File: src/include/pwm_input_defs.svh
// Constants for the stage controller input module: offsets, fields, resets, codes
`ifndef PWM_INPUT_DEFS_SVH
`define PWM_INPUT_DEFS_SVH

// Register byte offsets on the AXI4-Lite slave
`define ADDR_W          8
`define OFS_CTRL_A      8'h00
`define OFS_CTRL_B      8'h04
`define OFS_RUN         8'h08
`define OFS_TIME_A      8'h0C
`define OFS_TIME_B      8'h10
`define OFS_STATUS      8'h14

// Reset values
`define RST_CTRL        32'h0000_0000
`define RST_RUN         32'h0000_0000
`define RST_TIME        32'h0010_0002

// Field positions
`define CFG_MSB         7
`define RUN_MODE_MSB    1
`define RUN_MODE_LSB    0
`define RUN_EN_BIT      2
`define PRESC_MSB       15
`define PRESC_LSB       8
`define DEAD_MSB        11
`define DEAD_LSB        0
`define ON_MSB          27
`define ON_LSB          16

// Input mode codes
`define MODE_NONE       4'h0
`define MODE_JUMP_WAIT  4'h1
`define MODE_RUN_WAIT   4'h2
`define MODE_BURST      4'h3
`define MODE_FORCE_OFF  4'h4
`define MODE_EDGE_RETRIG 4'h8

// Filter span in stage clock ticks and bus answers
`define FILTER_CYCLES   4
`define RESP_OKAY       2'h0
`define RESP_SLVERR     2'h2

`endif

File: src/include/pwm_input_pkg.sv
// Types shared by the stage controller input module
package pwm_input_pkg;

  // Running mode of the stage counter
  typedef enum logic [1:0] {
    RUN_ONE_RAMP  = 2'b00,
    RUN_TWO_RAMP  = 2'b01,
    RUN_FOUR_RAMP = 2'b10,
    RUN_CENTERED  = 2'b11
  } run_mode_type;

  // Sequencer phases, two hold states for the waiting modes
  typedef enum logic [2:0] {
    ST_DT_A   = 3'b000,
    ST_OT_A   = 3'b001,
    ST_DT_B   = 3'b010,
    ST_OT_B   = 3'b011,
    ST_WAIT_A = 3'b100,
    ST_WAIT_B = 3'b101
  } phase_type;

  // One input control register, low byte
  typedef struct packed {
    logic       async_out;
    logic       src_cmp;
    logic       filter_en;
    logic       level_high;
    logic [3:0] mode;
  } chan_cfg_type;

  // Status word, low byte
  typedef struct packed {
    logic      hold;
    logic      act_b;
    logic      act_a;
    logic      out_b;
    logic      out_a;
    phase_type phase;
  } status_type;

endpackage

File: src/core/pwm_fault_retrigger_inputs.sv
// Stage controller input module: retrigger/fault handling with AXI4-Lite registers
`timescale 1ns/1ps
`default_nettype none
`include "pwm_input_defs.svh"

// Function
// - Centered mode ignores all retrigger events
// - Two/four ramp: retrigger jumps to opposite half
// - One ramp: retrigger restarts counter at zero
// - Input A can release output A early
// - Input B can release output B early
// - Each input from comparator or pin
// - Optional four-tick digital input filter
// - Async control kills outputs without clock
// - Polarity bit selects active edge/level
// - Two/four ramp: input evaluated own half only
// - One ramp: inputs evaluated whole ramp
// - Four-bit mode field, reserved codes inert
// - Mode 1 A: release, wait, then B
// - Mode 1 B: release, wait, then A
// - Mode 2 A: run B half, then wait
// - Mode 2 B: run A half, then wait
// - Mode 3 A: repeat B half while active
// - Mode 3 B: repeat A half while active
// - Mode 4 forces outputs off, timing continues
module pwm_fault_retrigger_inputs #(
  parameter int CNT_W   = 12,
  parameter int PRESC_W = 8
) (
  // Clock and reset
  input  wire logic        aclk,
  input  wire logic        aresetn,
  // AXI4-Lite write address and data
  input  wire logic [7:0]  s_axi_awaddr,
  input  wire logic        s_axi_awvalid,
  output logic             s_axi_awready,
  input  wire logic [31:0] s_axi_wdata,
  input  wire logic [3:0]  s_axi_wstrb,
  input  wire logic        s_axi_wvalid,
  output logic             s_axi_wready,
  // AXI4-Lite write response
  output logic [1:0]       s_axi_bresp,
  output logic             s_axi_bvalid,
  input  wire logic        s_axi_bready,
  // AXI4-Lite read
  input  wire logic [7:0]  s_axi_araddr,
  input  wire logic        s_axi_arvalid,
  output logic             s_axi_arready,
  output logic [31:0]      s_axi_rdata,
  output logic [1:0]       s_axi_rresp,
  output logic             s_axi_rvalid,
  input  wire logic        s_axi_rready,
  // Fault/retrigger sources
  input  wire logic        fault_input_pin_a,
  input  wire logic        fault_input_pin_b,
  input  wire logic        comparator_a,
  input  wire logic        comparator_b,
  // Stage outputs
  output logic             output_a_pin,
  output logic             output_b_pin
);

  // Register storage
  logic [31:0] input_control_reg_a, input_control_reg_b, run_reg, time_a, time_b;
  // Bus slave state
  logic              aw_full, w_full;
  logic [7:0]        aw_addr;
  logic [31:0]       w_data;
  logic [3:0]        w_strb;
  // Sequencer state
  pwm_input_pkg::phase_type phase, next_phase;
  logic [CNT_W-1:0]         cnt, next_cnt;
  logic                     pend_a, pend_b, burst_a, burst_b;
  logic                     next_pend_a, next_pend_b, next_burst_a, next_burst_b;
  logic [PRESC_W-1:0]       div;
  logic                     out_a, out_b;
  // Conditioned inputs
  logic act_a, act_b, rise_a, rise_b, raw_a, raw_b;

  // Byte-lane merge, shared by all writable registers
  function automatic logic [31:0] merge(input logic [31:0] old, input logic [31:0] data,
                                        input logic [3:0] strb);
    for (int i = 0; i < 4; i++) begin
      merge[i*8 +: 8] = strb[i] ? data[i*8 +: 8] : old[i*8 +: 8];
    end
  endfunction

  // Retrigger-capable mode codes; everything else is inert here
  function automatic logic retrig_mode(input logic [3:0] m);
    retrig_mode = (m == `MODE_JUMP_WAIT) || (m == `MODE_RUN_WAIT) ||
                  (m == `MODE_BURST) || (m == `MODE_EDGE_RETRIG);
  endfunction

  // Configuration decode
  wire pwm_input_pkg::chan_cfg_type cfg_a =
    pwm_input_pkg::chan_cfg_type'(input_control_reg_a[`CFG_MSB:0]);
  wire pwm_input_pkg::chan_cfg_type cfg_b =
    pwm_input_pkg::chan_cfg_type'(input_control_reg_b[`CFG_MSB:0]);
  wire pwm_input_pkg::run_mode_type rmode =
    pwm_input_pkg::run_mode_type'(run_reg[`RUN_MODE_MSB:`RUN_MODE_LSB]);
  wire               run_on   = run_reg[`RUN_EN_BIT];
  wire [PRESC_W-1:0] presc    = run_reg[`PRESC_MSB:`PRESC_LSB];
  wire               one_ramp = (rmode == pwm_input_pkg::RUN_ONE_RAMP);
  wire               centered = (rmode == pwm_input_pkg::RUN_CENTERED);

  // Stage clock enable from the prescaler
  wire tick = (div == presc);

  // Input conditioning per half
  input_conditioner #(.FILTER_LEN(`FILTER_CYCLES)) cond_a (
    .aclk      (aclk),
    .aresetn   (aresetn),
    .tick      (tick),
    .pin       (fault_input_pin_a),
    .comparator(comparator_a),
    .src_sel   (cfg_a.src_cmp),
    .filter_en (cfg_a.filter_en),
    .level_sel (cfg_a.level_high),
    .active    (act_a),
    .rise      (rise_a),
    .raw_active(raw_a)
  );
  input_conditioner #(.FILTER_LEN(`FILTER_CYCLES)) cond_b (
    .aclk      (aclk),
    .aresetn   (aresetn),
    .tick      (tick),
    .pin       (fault_input_pin_b),
    .comparator(comparator_b),
    .src_sel   (cfg_b.src_cmp),
    .filter_en (cfg_b.filter_en),
    .level_sel (cfg_b.level_high),
    .active    (act_b),
    .rise      (rise_b),
    .raw_active(raw_b)
  );

  // Phase length and window decode
  wire [CNT_W-1:0] cur_len =
    (phase == pwm_input_pkg::ST_DT_A) ? time_a[`DEAD_MSB:`DEAD_LSB] :
    (phase == pwm_input_pkg::ST_OT_A) ? time_a[`ON_MSB:`ON_LSB] :
    (phase == pwm_input_pkg::ST_DT_B) ? time_b[`DEAD_MSB:`DEAD_LSB] :
                                        time_b[`ON_MSB:`ON_LSB];
  wire end_phase = (cnt >= cur_len);
  wire in_run    = !phase[2];
  wire half_a    = (phase == pwm_input_pkg::ST_DT_A) || (phase == pwm_input_pkg::ST_OT_A);
  wire half_b    = (phase == pwm_input_pkg::ST_DT_B) || (phase == pwm_input_pkg::ST_OT_B);
  wire win_a     = one_ramp || centered || half_a;
  wire win_b     = one_ramp || centered || half_b;
  // Edge mode acts on the significant edge, the others on level
  wire trig_a = (cfg_a.mode == `MODE_EDGE_RETRIG) ? rise_a : act_a;
  wire trig_b = (cfg_b.mode == `MODE_EDGE_RETRIG) ? rise_b : act_b;
  // Events; reserved and unlisted codes never qualify
  wire evt_a = run_on && tick && in_run && retrig_mode(cfg_a.mode) && trig_a && win_a &&
               !centered && !pend_a && !burst_a;
  wire evt_b = run_on && tick && in_run && retrig_mode(cfg_b.mode) && trig_b && win_b &&
               !centered && !pend_b && !burst_b && !evt_a;
  // Mode 4 blanks both outputs, timing untouched
  wire force_off = (cfg_a.mode == `MODE_FORCE_OFF && act_a && win_a) ||
                   (cfg_b.mode == `MODE_FORCE_OFF && act_b && win_b);

  // Sequencer next state; A has priority when both fire together
  always_comb begin
    next_phase   = phase;
    next_cnt     = cnt;
    next_pend_a  = pend_a;
    next_pend_b  = pend_b;
    next_burst_a = burst_a;
    next_burst_b = burst_b;
    if (!run_on) begin
      next_phase   = pwm_input_pkg::ST_DT_A;
      next_cnt     = '0;
      next_pend_a  = 1'b0;
      next_pend_b  = 1'b0;
      next_burst_a = 1'b0;
      next_burst_b = 1'b0;
    end else if (evt_a && one_ramp) begin
      next_phase = pwm_input_pkg::ST_DT_A;
      next_cnt   = '0;
    end else if (evt_b && one_ramp) begin
      next_phase = pwm_input_pkg::ST_DT_A;
      next_cnt   = '0;
    end else if (evt_a) begin
      next_cnt   = '0;
      next_phase = (cfg_a.mode == `MODE_JUMP_WAIT) ? pwm_input_pkg::ST_WAIT_A
                                                   : pwm_input_pkg::ST_DT_B;
      next_pend_a  = (cfg_a.mode == `MODE_RUN_WAIT);
      next_burst_a = (cfg_a.mode == `MODE_BURST);
    end else if (evt_b) begin
      next_cnt   = '0;
      next_phase = (cfg_b.mode == `MODE_JUMP_WAIT) ? pwm_input_pkg::ST_WAIT_B
                                                   : pwm_input_pkg::ST_DT_A;
      next_pend_b  = (cfg_b.mode == `MODE_RUN_WAIT);
      next_burst_b = (cfg_b.mode == `MODE_BURST);
    end else if (tick) begin
      unique case (phase)
        pwm_input_pkg::ST_WAIT_A: begin
          // Mode 1 exits to the B half, mode 2 back to the A half
          if (!act_a) begin
            next_phase  = pend_a ? pwm_input_pkg::ST_DT_A : pwm_input_pkg::ST_DT_B;
            next_pend_a = 1'b0;
          end
        end
        pwm_input_pkg::ST_WAIT_B: begin
          if (!act_b) begin
            next_phase  = pend_b ? pwm_input_pkg::ST_DT_B : pwm_input_pkg::ST_DT_A;
            next_pend_b = 1'b0;
          end
        end
        pwm_input_pkg::ST_DT_A: begin
          next_cnt = end_phase ? '0 : cnt + 1'b1;
          if (end_phase) begin
            // Burst from A skips the A on-time while A stays active
            next_phase   = (burst_a && act_a) ? pwm_input_pkg::ST_DT_B
                                              : pwm_input_pkg::ST_OT_A;
            next_burst_a = burst_a && act_a;
          end
        end
        pwm_input_pkg::ST_OT_A: begin
          next_cnt = end_phase ? '0 : cnt + 1'b1;
          if (end_phase) begin
            // The A half started by B always completes before any wait
            next_phase  = (pend_b && act_b) ? pwm_input_pkg::ST_WAIT_B
                                            : pwm_input_pkg::ST_DT_B;
            next_pend_b = pend_b && act_b;
            if (burst_b && act_b) begin
              next_phase = pwm_input_pkg::ST_DT_B;
            end
          end
        end
        pwm_input_pkg::ST_DT_B: begin
          next_cnt = end_phase ? '0 : cnt + 1'b1;
          if (end_phase) begin
            next_phase   = (burst_b && act_b) ? pwm_input_pkg::ST_DT_A
                                              : pwm_input_pkg::ST_OT_B;
            next_burst_b = burst_b && act_b;
          end
        end
        pwm_input_pkg::ST_OT_B: begin
          next_cnt = end_phase ? '0 : cnt + 1'b1;
          if (end_phase) begin
            next_phase  = (pend_a && act_a) ? pwm_input_pkg::ST_WAIT_A
                                            : pwm_input_pkg::ST_DT_A;
            next_pend_a = pend_a && act_a;
          end
        end
        default: next_phase = pwm_input_pkg::ST_DT_A;
      endcase
    end
  end

  // Sequencer, prescaler and output registers
  always_ff @(posedge aclk) begin
    if (!aresetn) begin
      phase   <= pwm_input_pkg::ST_DT_A;
      cnt     <= '0;
      {pend_a, pend_b, burst_a, burst_b} <= 4'h0;
      div     <= '0;
      out_a   <= 1'b0;
      out_b   <= 1'b0;
    end else begin
      phase   <= next_phase;
      cnt     <= next_cnt;
      {pend_a, pend_b, burst_a, burst_b} <= {next_pend_a, next_pend_b, next_burst_a, next_burst_b};
      div     <= tick ? '0 : div + 1'b1;
      out_a   <= run_on && (phase == pwm_input_pkg::ST_OT_A) && !force_off;
      out_b   <= run_on && (phase == pwm_input_pkg::ST_OT_B) && !force_off;
    end
  end

  // Clockless kill path: a stopped stage clock cannot hold the outputs on
  assign output_a_pin = out_a && !(cfg_a.async_out && raw_a);
  assign output_b_pin = out_b && !(cfg_b.async_out && raw_b);

  // Bus decode; one write and one read in flight, no wait on the opposite channel
  wire do_write = aw_full && w_full && !s_axi_bvalid;
  wire wr_hit   = (aw_addr == `OFS_CTRL_A) || (aw_addr == `OFS_CTRL_B) ||
                  (aw_addr == `OFS_RUN) || (aw_addr == `OFS_TIME_A) || (aw_addr == `OFS_TIME_B);
  wire rd_hit   = (s_axi_araddr == `OFS_STATUS) || (s_axi_araddr == `OFS_CTRL_A) ||
                  (s_axi_araddr == `OFS_CTRL_B) || (s_axi_araddr == `OFS_RUN) ||
                  (s_axi_araddr == `OFS_TIME_A) || (s_axi_araddr == `OFS_TIME_B);
  wire pwm_input_pkg::status_type status = '{hold: !in_run, act_b: act_b, act_a: act_a,
                                             out_b: out_b, out_a: out_a, phase: phase};
  wire [31:0] rd_mux =
    (s_axi_araddr == `OFS_CTRL_A) ? input_control_reg_a :
    (s_axi_araddr == `OFS_CTRL_B) ? input_control_reg_b :
    (s_axi_araddr == `OFS_RUN)    ? run_reg :
    (s_axi_araddr == `OFS_TIME_A) ? time_a :
    (s_axi_araddr == `OFS_TIME_B) ? time_b :
    (s_axi_araddr == `OFS_STATUS) ? {24'h00_0000, status} : 32'h0000_0000;
  assign s_axi_awready = !aw_full && !s_axi_bvalid;
  assign s_axi_wready  = !w_full && !s_axi_bvalid;
  assign s_axi_arready = !s_axi_rvalid;

  // Write channel capture and register update
  always_ff @(posedge aclk) begin
    if (!aresetn) begin
      aw_full <= 1'b0;
      w_full  <= 1'b0;
      aw_addr <= 8'h00;
      w_data  <= 32'h0000_0000;
      w_strb  <= 4'h0;
      s_axi_bvalid <= 1'b0;
      s_axi_bresp  <= `RESP_OKAY;
      input_control_reg_a <= `RST_CTRL;
      input_control_reg_b <= `RST_CTRL;
      run_reg <= `RST_RUN;
      time_a  <= `RST_TIME;
      time_b  <= `RST_TIME;
    end else begin
      if (s_axi_awvalid && s_axi_awready) begin
        aw_full <= 1'b1;
        aw_addr <= s_axi_awaddr;
      end
      if (s_axi_wvalid && s_axi_wready) begin
        w_full <= 1'b1;
        w_data <= s_axi_wdata;
        w_strb <= s_axi_wstrb;
      end
      if (do_write) begin
        aw_full <= 1'b0;
        w_full  <= 1'b0;
        s_axi_bvalid <= 1'b1;
        s_axi_bresp  <= wr_hit ? `RESP_OKAY : `RESP_SLVERR;
        if (aw_addr == `OFS_CTRL_A) input_control_reg_a <= merge(input_control_reg_a, w_data, w_strb);
        if (aw_addr == `OFS_CTRL_B) input_control_reg_b <= merge(input_control_reg_b, w_data, w_strb);
        if (aw_addr == `OFS_RUN)    run_reg <= merge(run_reg, w_data, w_strb);
        if (aw_addr == `OFS_TIME_A) time_a  <= merge(time_a, w_data, w_strb);
        if (aw_addr == `OFS_TIME_B) time_b  <= merge(time_b, w_data, w_strb);
      end else if (s_axi_bvalid && s_axi_bready) begin
        s_axi_bvalid <= 1'b0;
      end
    end
  end

  // Read channel: answer one cycle after the address is taken
  always_ff @(posedge aclk) begin
    if (!aresetn) begin
      s_axi_rvalid <= 1'b0;
      s_axi_rdata  <= 32'h0000_0000;
      s_axi_rresp  <= `RESP_OKAY;
    end else if (s_axi_arvalid && s_axi_arready) begin
      s_axi_rvalid <= 1'b1;
      s_axi_rdata  <= rd_mux;
      s_axi_rresp  <= rd_hit ? `RESP_OKAY : `RESP_SLVERR;
    end else if (s_axi_rvalid && s_axi_rready) begin
      s_axi_rvalid <= 1'b0;
    end
  end

  // Checks on sequencing and outputs
  chk_centered_no_jump: assert property (@(posedge aclk) disable iff (!aresetn)
    (centered && run_on && in_run && !end_phase && $stable(run_reg)) |=> (phase == $past(phase)))
    else $error("centered mode phase changed before its end");
  chk_retrig_jump_b: assert property (@(posedge aclk) disable iff (!aresetn)
    (evt_a && !one_ramp && cfg_a.mode == `MODE_EDGE_RETRIG)
      |=> (phase == pwm_input_pkg::ST_DT_B) && (cnt == '0))
    else $error("edge retrigger on A did not start the B half");
  chk_one_ramp_reset: assert property (@(posedge aclk) disable iff (!aresetn)
    (one_ramp && (evt_a || evt_b)) |=> (phase == pwm_input_pkg::ST_DT_A) && (cnt == '0))
    else $error("one ramp retrigger did not restart the counter");
  chk_release_a_out: assert property (@(posedge aclk) disable iff (!aresetn)
    evt_a |-> ##2 !out_a)
    else $error("output A still on after its event");
  chk_window_b_only: assert property (@(posedge aclk) disable iff (!aresetn)
    (!one_ramp && !centered && half_a) |-> !evt_b)
    else $error("input B evaluated during the A half");
  chk_wait_a_hold: assert property (@(posedge aclk) disable iff (!aresetn)
    (phase == pwm_input_pkg::ST_WAIT_A && act_a && run_on) |=>
      (phase == pwm_input_pkg::ST_WAIT_A) && !out_a)
    else $error("mode 1 wait left while input A active");
  chk_burst_skip_on: assert property (@(posedge aclk) disable iff (!aresetn)
    (phase == pwm_input_pkg::ST_DT_A && burst_a && act_a && tick && end_phase && run_on &&
     !evt_b) |=> (phase == pwm_input_pkg::ST_DT_B))
    else $error("burst did not return to the B half");
  chk_force_off_both: assert property (@(posedge aclk) disable iff (!aresetn)
    force_off |=> !out_a && !out_b)
    else $error("outputs on while mode 4 input active");
  chk_async_kill_a: assert property (@(posedge aclk) disable iff (!aresetn)
    (cfg_a.async_out && raw_a) |-> !output_a_pin)
    else $error("async control did not kill output A");

endmodule
`default_nettype wire

File: src/core/input_conditioner.sv
// Synchroniser, digital filter and polarity stage for one fault/retrigger input
`timescale 1ns/1ps
`default_nettype none
`include "pwm_input_defs.svh"

module input_conditioner #(
  parameter int FILTER_LEN = `FILTER_CYCLES
) (
  // Clock and reset
  input  wire logic aclk,
  input  wire logic aresetn,
  // Stage clock enable
  input  wire logic tick,
  // Sources
  input  wire logic pin,
  input  wire logic comparator,
  // Configuration
  input  wire logic src_sel,
  input  wire logic filter_en,
  input  wire logic level_sel,
  // Results
  output logic      active,
  output logic      rise,
  output logic      raw_active
);

  logic                  pin_s1, pin_s2, cmp_s1, cmp_s2;
  logic [FILTER_LEN-1:0] hist;
  logic                  filt;
  logic                  prev;

  // Two-stage synchronisers; first stage feeds only the second
  always_ff @(posedge aclk) begin
    pin_s1 <= pin;
    pin_s2 <= pin_s1;
    cmp_s1 <= comparator;
    cmp_s2 <= cmp_s1;
  end

  // Source choice, filter window and polarity
  wire                  sel_lvl = src_sel ? cmp_s2 : pin_s2;
  wire [FILTER_LEN-1:0] win     = {hist[FILTER_LEN-2:0], sel_lvl};
  wire                  all_hi  = &win;
  wire                  all_lo  = ~|win;
  wire                  next_filt = !filter_en ? sel_lvl : all_hi ? 1'b1 : all_lo ? 1'b0 : filt;
  assign active     = level_sel ? filt : ~filt;
  // Edge judged on the filtered level, so reset or a polarity flip never fakes one
  assign rise       = level_sel ? (filt & ~prev) : (~filt & prev);
  // Unsynchronised path kept only for the clockless output kill
  assign raw_active = level_sel ? (src_sel ? comparator : pin) : ~(src_sel ? comparator : pin);

  // Filter advances on the stage tick, so its span scales with the prescaler
  always_ff @(posedge aclk) begin
    if (!aresetn) begin
      hist <= '0;
      filt <= 1'b0;
      prev <= 1'b0;
    end else if (tick) begin
      hist <= win;
      filt <= next_filt;
      prev <= filt;
    end
  end

endmodule
`default_nettype wire

File: config.mk
export PLATFORM = sky130hd
export DESIGN_NAME = pwm_fault_retrigger_inputs
export DESIGN_NICKNAME = d
export VERILOG_FILES = /design/src/include/pwm_input_pkg.sv /design/src/core/pwm_fault_retrigger_inputs.sv /design/src/core/input_conditioner.sv
export VERILOG_INCLUDE_DIRS = /design/src /design/src/include
export SDC_FILE = /design/constraint.sdc
export NUM_CORES = 1
export LEC_CHECK = 0
export BUFFER_PORTS_ARGS = -buffer_cell sky130_fd_sc_hd__buf_2
export CAP_MARGIN = 10
export CORE_AREA = 5 5 170 172
export CTS_BUF_LIST = sky130_fd_sc_hd__clkbuf_8
export DETAILED_ROUTE_END_ITERATION = 8
export DIE_AREA = 0 0 175 177
export PLACE_DENSITY_LB_ADDON = 0.2
export SYNTH_ARGS = -nofsm -noshare
export SYNTH_HDL_FRONTEND = slang
export SYNTH_SLANG_ARGS = --single-unit
File: constraint.sdc
create_clock -name aclk -period 3.75 [get_ports aclk]
set_input_delay 0.75 -clock aclk [delete_from_list [all_inputs] [get_ports aclk]]
set_output_delay 0.75 -clock aclk [all_outputs]
set_load 0.03 [all_outputs]
==> results.yml <==
route:
  num_vias: 10641
  ant_nets: 0
  wl_um: 35600
  route.detailed.drc: 0
  drt-initial-drc-count: 732
  routed_via_density: 5.56
  route.detailed.wl_per_inst_um: 18.6
  firstDrtPassIters: 5
timing:
  hold_violations: 0
  fin_crit_ns: 3.38
  slew_violations: 0
  rsz0062_at_grt: "false"
  finalSetupTns_ns: 0
  hold_ws_ns: 0.310
  slew_headroom_pct: 19.1
  worst_slew_pin_slew_ns: 1.21
  finClkSkew_ns: 0.0419
  setup_violations: 0
  fin_crit_sh_pct: 90.2
  fmax_mhz: 296
power_and_ir_drop:
  clock_power_share_pct: 42.5
  power_uw: 6380
  ir_drop_uv: 334
  pwr-share-seq_pct: 50.5
  intPower_uw: 4760
  share_comb_of_total_power_pct: 7.0
  switchingPower_uw: 1620
  pwr_density_cell_mw_per_mm2: 419
  leakage_uw: 0.00634
  sw_frac_of_total_pct: 25.4
clock_network:
  post_cts_buffers: 0
  numCtsBuffers: 49
  cts_resized: 0
  cts_sinks: 289
  htreeDepth: 2
  clock_latency_ns: 0.57
  cts-root-buf: "clkbuf_8"
  path_clk_slew_ns: 0.06
  cts_tree: "yes"
  ctsHoldBuffers: 0
  cts_max_path_buffers: 3
die:
  io_pins: 106
  die_h_um: 177
  core_sq_mm: 0.0273
  rows: 61
  die-area_sq_mm: 0.0310
  die_w_um: 175
  start_util_pct: 49.2
global_routing:
  grt_pass1_wl_um: 56900
  antenna_found_initial: 3
  grt_overflow: 0
  grt_pass1_vias: 10257
  grt_max_degree: 84
  grt_use_total_pct: 22.6
synth:
  synth-seq-cells: 289
  yosysTopAreaCell: "dfxtp_1"
  syn-cell-area_sq_mm: 0.0134
  seq_area_frac_synth_pct: 43.0
  ys_types: 67
  ys_warn_count: 0
  synth_edf_count: 0
  synth_top_area_share_pct: 43.0
  synth_ff_type: "dfxtp_1"
  synthTopCellsByArea: "dfxtp_1 43%, mux2i_1 16%, nor2b_1 7.5%"
  syn_inst: 1433
  avgSynthCellArea_sq_um: 9.38
  synthArstFlopShare_pct: 0
cells_and_area:
  syn_to_final_growth_pct: 13.2
  drive_above_1_share_pct: 15.7
  nets: 1612
  fill_cells: 2516
place:
  gp_congestion: 0.855
  dp.final_hpwl_um: 24300
  portBuffers: 103
setup_path:
  start_kind: "flop"
  crit_required_ns: 4.22
  cp_max_fo: 14
  cp.arrival_ns: 3.85
  path_class: "reg -> reg"
  setup.worst_path.end_class: "flop"
  r2r_slack_ns: 0.37
flow_run:
  max-cap-violations: 0
outcome:
  status: "finished, final reports clean"
worst_hold_path:
  min_path_type: "in -> reg"
## per-layer routing
metal	vias to the layer above	routed length [um]	GRT usage, %
met1	5073	16600	30.8
li1	5245	-	-
met4	4	744	6.06
met5	-	27	0
met2	263	16500	37.3
met3	56	1840	4.10
## metrics by stage
step                util, %  cell area (sq um)  worst slack (ns)  cells
finish                 55.7              15200             0.369   1914
global route           55.7              15200             0.174   1913
CTS                    55.7              15200             0.406   1913
detailed placement     52.3              14300             0.444   1828
global placement       52.3              14300             0.469   1828
floorplan                 -              13500             0.430   1434
## path summary, 6_finish.rpt
check,depth (start not counted),end,startpoint
max reg2reg,13,phase[2],phase[2]
min,1,cond_b.cmp_s1,comparator_b
max,13,phase[2],phase[2]
min reg2reg,0,cond_a.cmp_s2,cond_a.cmp_s1
## layout make-up
cell class	count	area (sq um)	share of cell area [%]
clock inverter	28	161	1.06
tap	346	433	2.84
multi-input combinational	1056	7320	48.1
antenna	1	2.50	0.0164
timing repair buffer	126	694	4.56
inverter	11	41.3	0.271
clock buffer	57	785	5.15
sequential	289	5790	38.0
## synth_stat cells (3+ instances only)
cell       count
dfxtp_1      289
mux2i_1      217
nand2_1      196
nor2b_1      161
o21ai_0       70
a21boi_0      62
clkbuf_1      62
nor2_1        47
a21oi_1       41
xor2_1        23
a221oi_1      20
ha_1          16
nand3_1       16
mux2_2        12
nand3_2       12
inv_1         11
o211a_1       11
o211ai_1      10
nand4_1        9
buf_2          8
nor2_2         8
nor3_1         8
and3_1         7
nand2b_1       7
o2111ai_1      7
a22o_1         6
a22oi_1        6
and2_1         6
o22ai_1        6
xnor2_1        6
nor4_1         5
a211o_1        4
buf_1          4
buf_4          4
o21a_1         4
o31ai_1        4
or4_1          4
a2111oi_0      3
a211oi_1       3
## worst max-delay path: stages, from the launching register on
cell and delay [ns]:
dfxtp_1 0.30, nand2b_1 0.22, nor2_1 0.12, buf_4 0.24, mux2_2 0.36, o21ai_0 0.16, ha_1 0.26, a211oi_1 0.23
nand2_1 0.10, nor3_1 0.28, a2111oi_0 0.20, a311o_2 0.44, or2_2 0.28, a21oi_1 0.11
## cell usage in the layout (no fill, tap or decap), types with 7 or more instances in the layout
cell       Yosys  routed
clkbuf_8       0      57
o211a_1       11      11
o211ai_1      10      10
nand3_1       16      16
mux2i_1      217     217
dfxtp_1      289     289
a221oi_1      20      20
clkinv_2       0       7
nand2_1      196     195
buf_4          4      23
o2111ai_1      7       7
o21ai_0       70      70
xor2_1        23      23
inv_1         11      28
nor3_1         8       8
ha_1          16      16
a21boi_0      62      62
nor2_1        47      45
nor2b_1      161     160
a21oi_1       41      41
and3_1         7       7
nand4_1        9       9
nand3_2       12      12
nor2_2         8      10
buf_2          8     102
nand2b_1       7       7
mux2_2        12      12
## power by group through the flow
stage,clock network [uW],logic [uW],registers (uW)
after global routing,2920,489,3230
after detailed placement,0,451,3280
after floorplan,0,263,3300
after CTS,2770,453,3220
final,2710,448,3220
after global placement,0,446,3280
## cells by family after synthesis
kind of cell               Yosys count  share of synthesized area, %
xor gates and xnor gates            29                          1.89
DFF                                289                          43.0
buffers and inverters               89                          2.67
other                                1                        0.0279
muxes                              229                          17.2
adders and majority gates           16                          1.49
and+or+nand+nor                    508                          19.9
AOI/OAI and AO/OA                  272                          13.9
No activity file was read; power rests on OpenSTA's default activity.
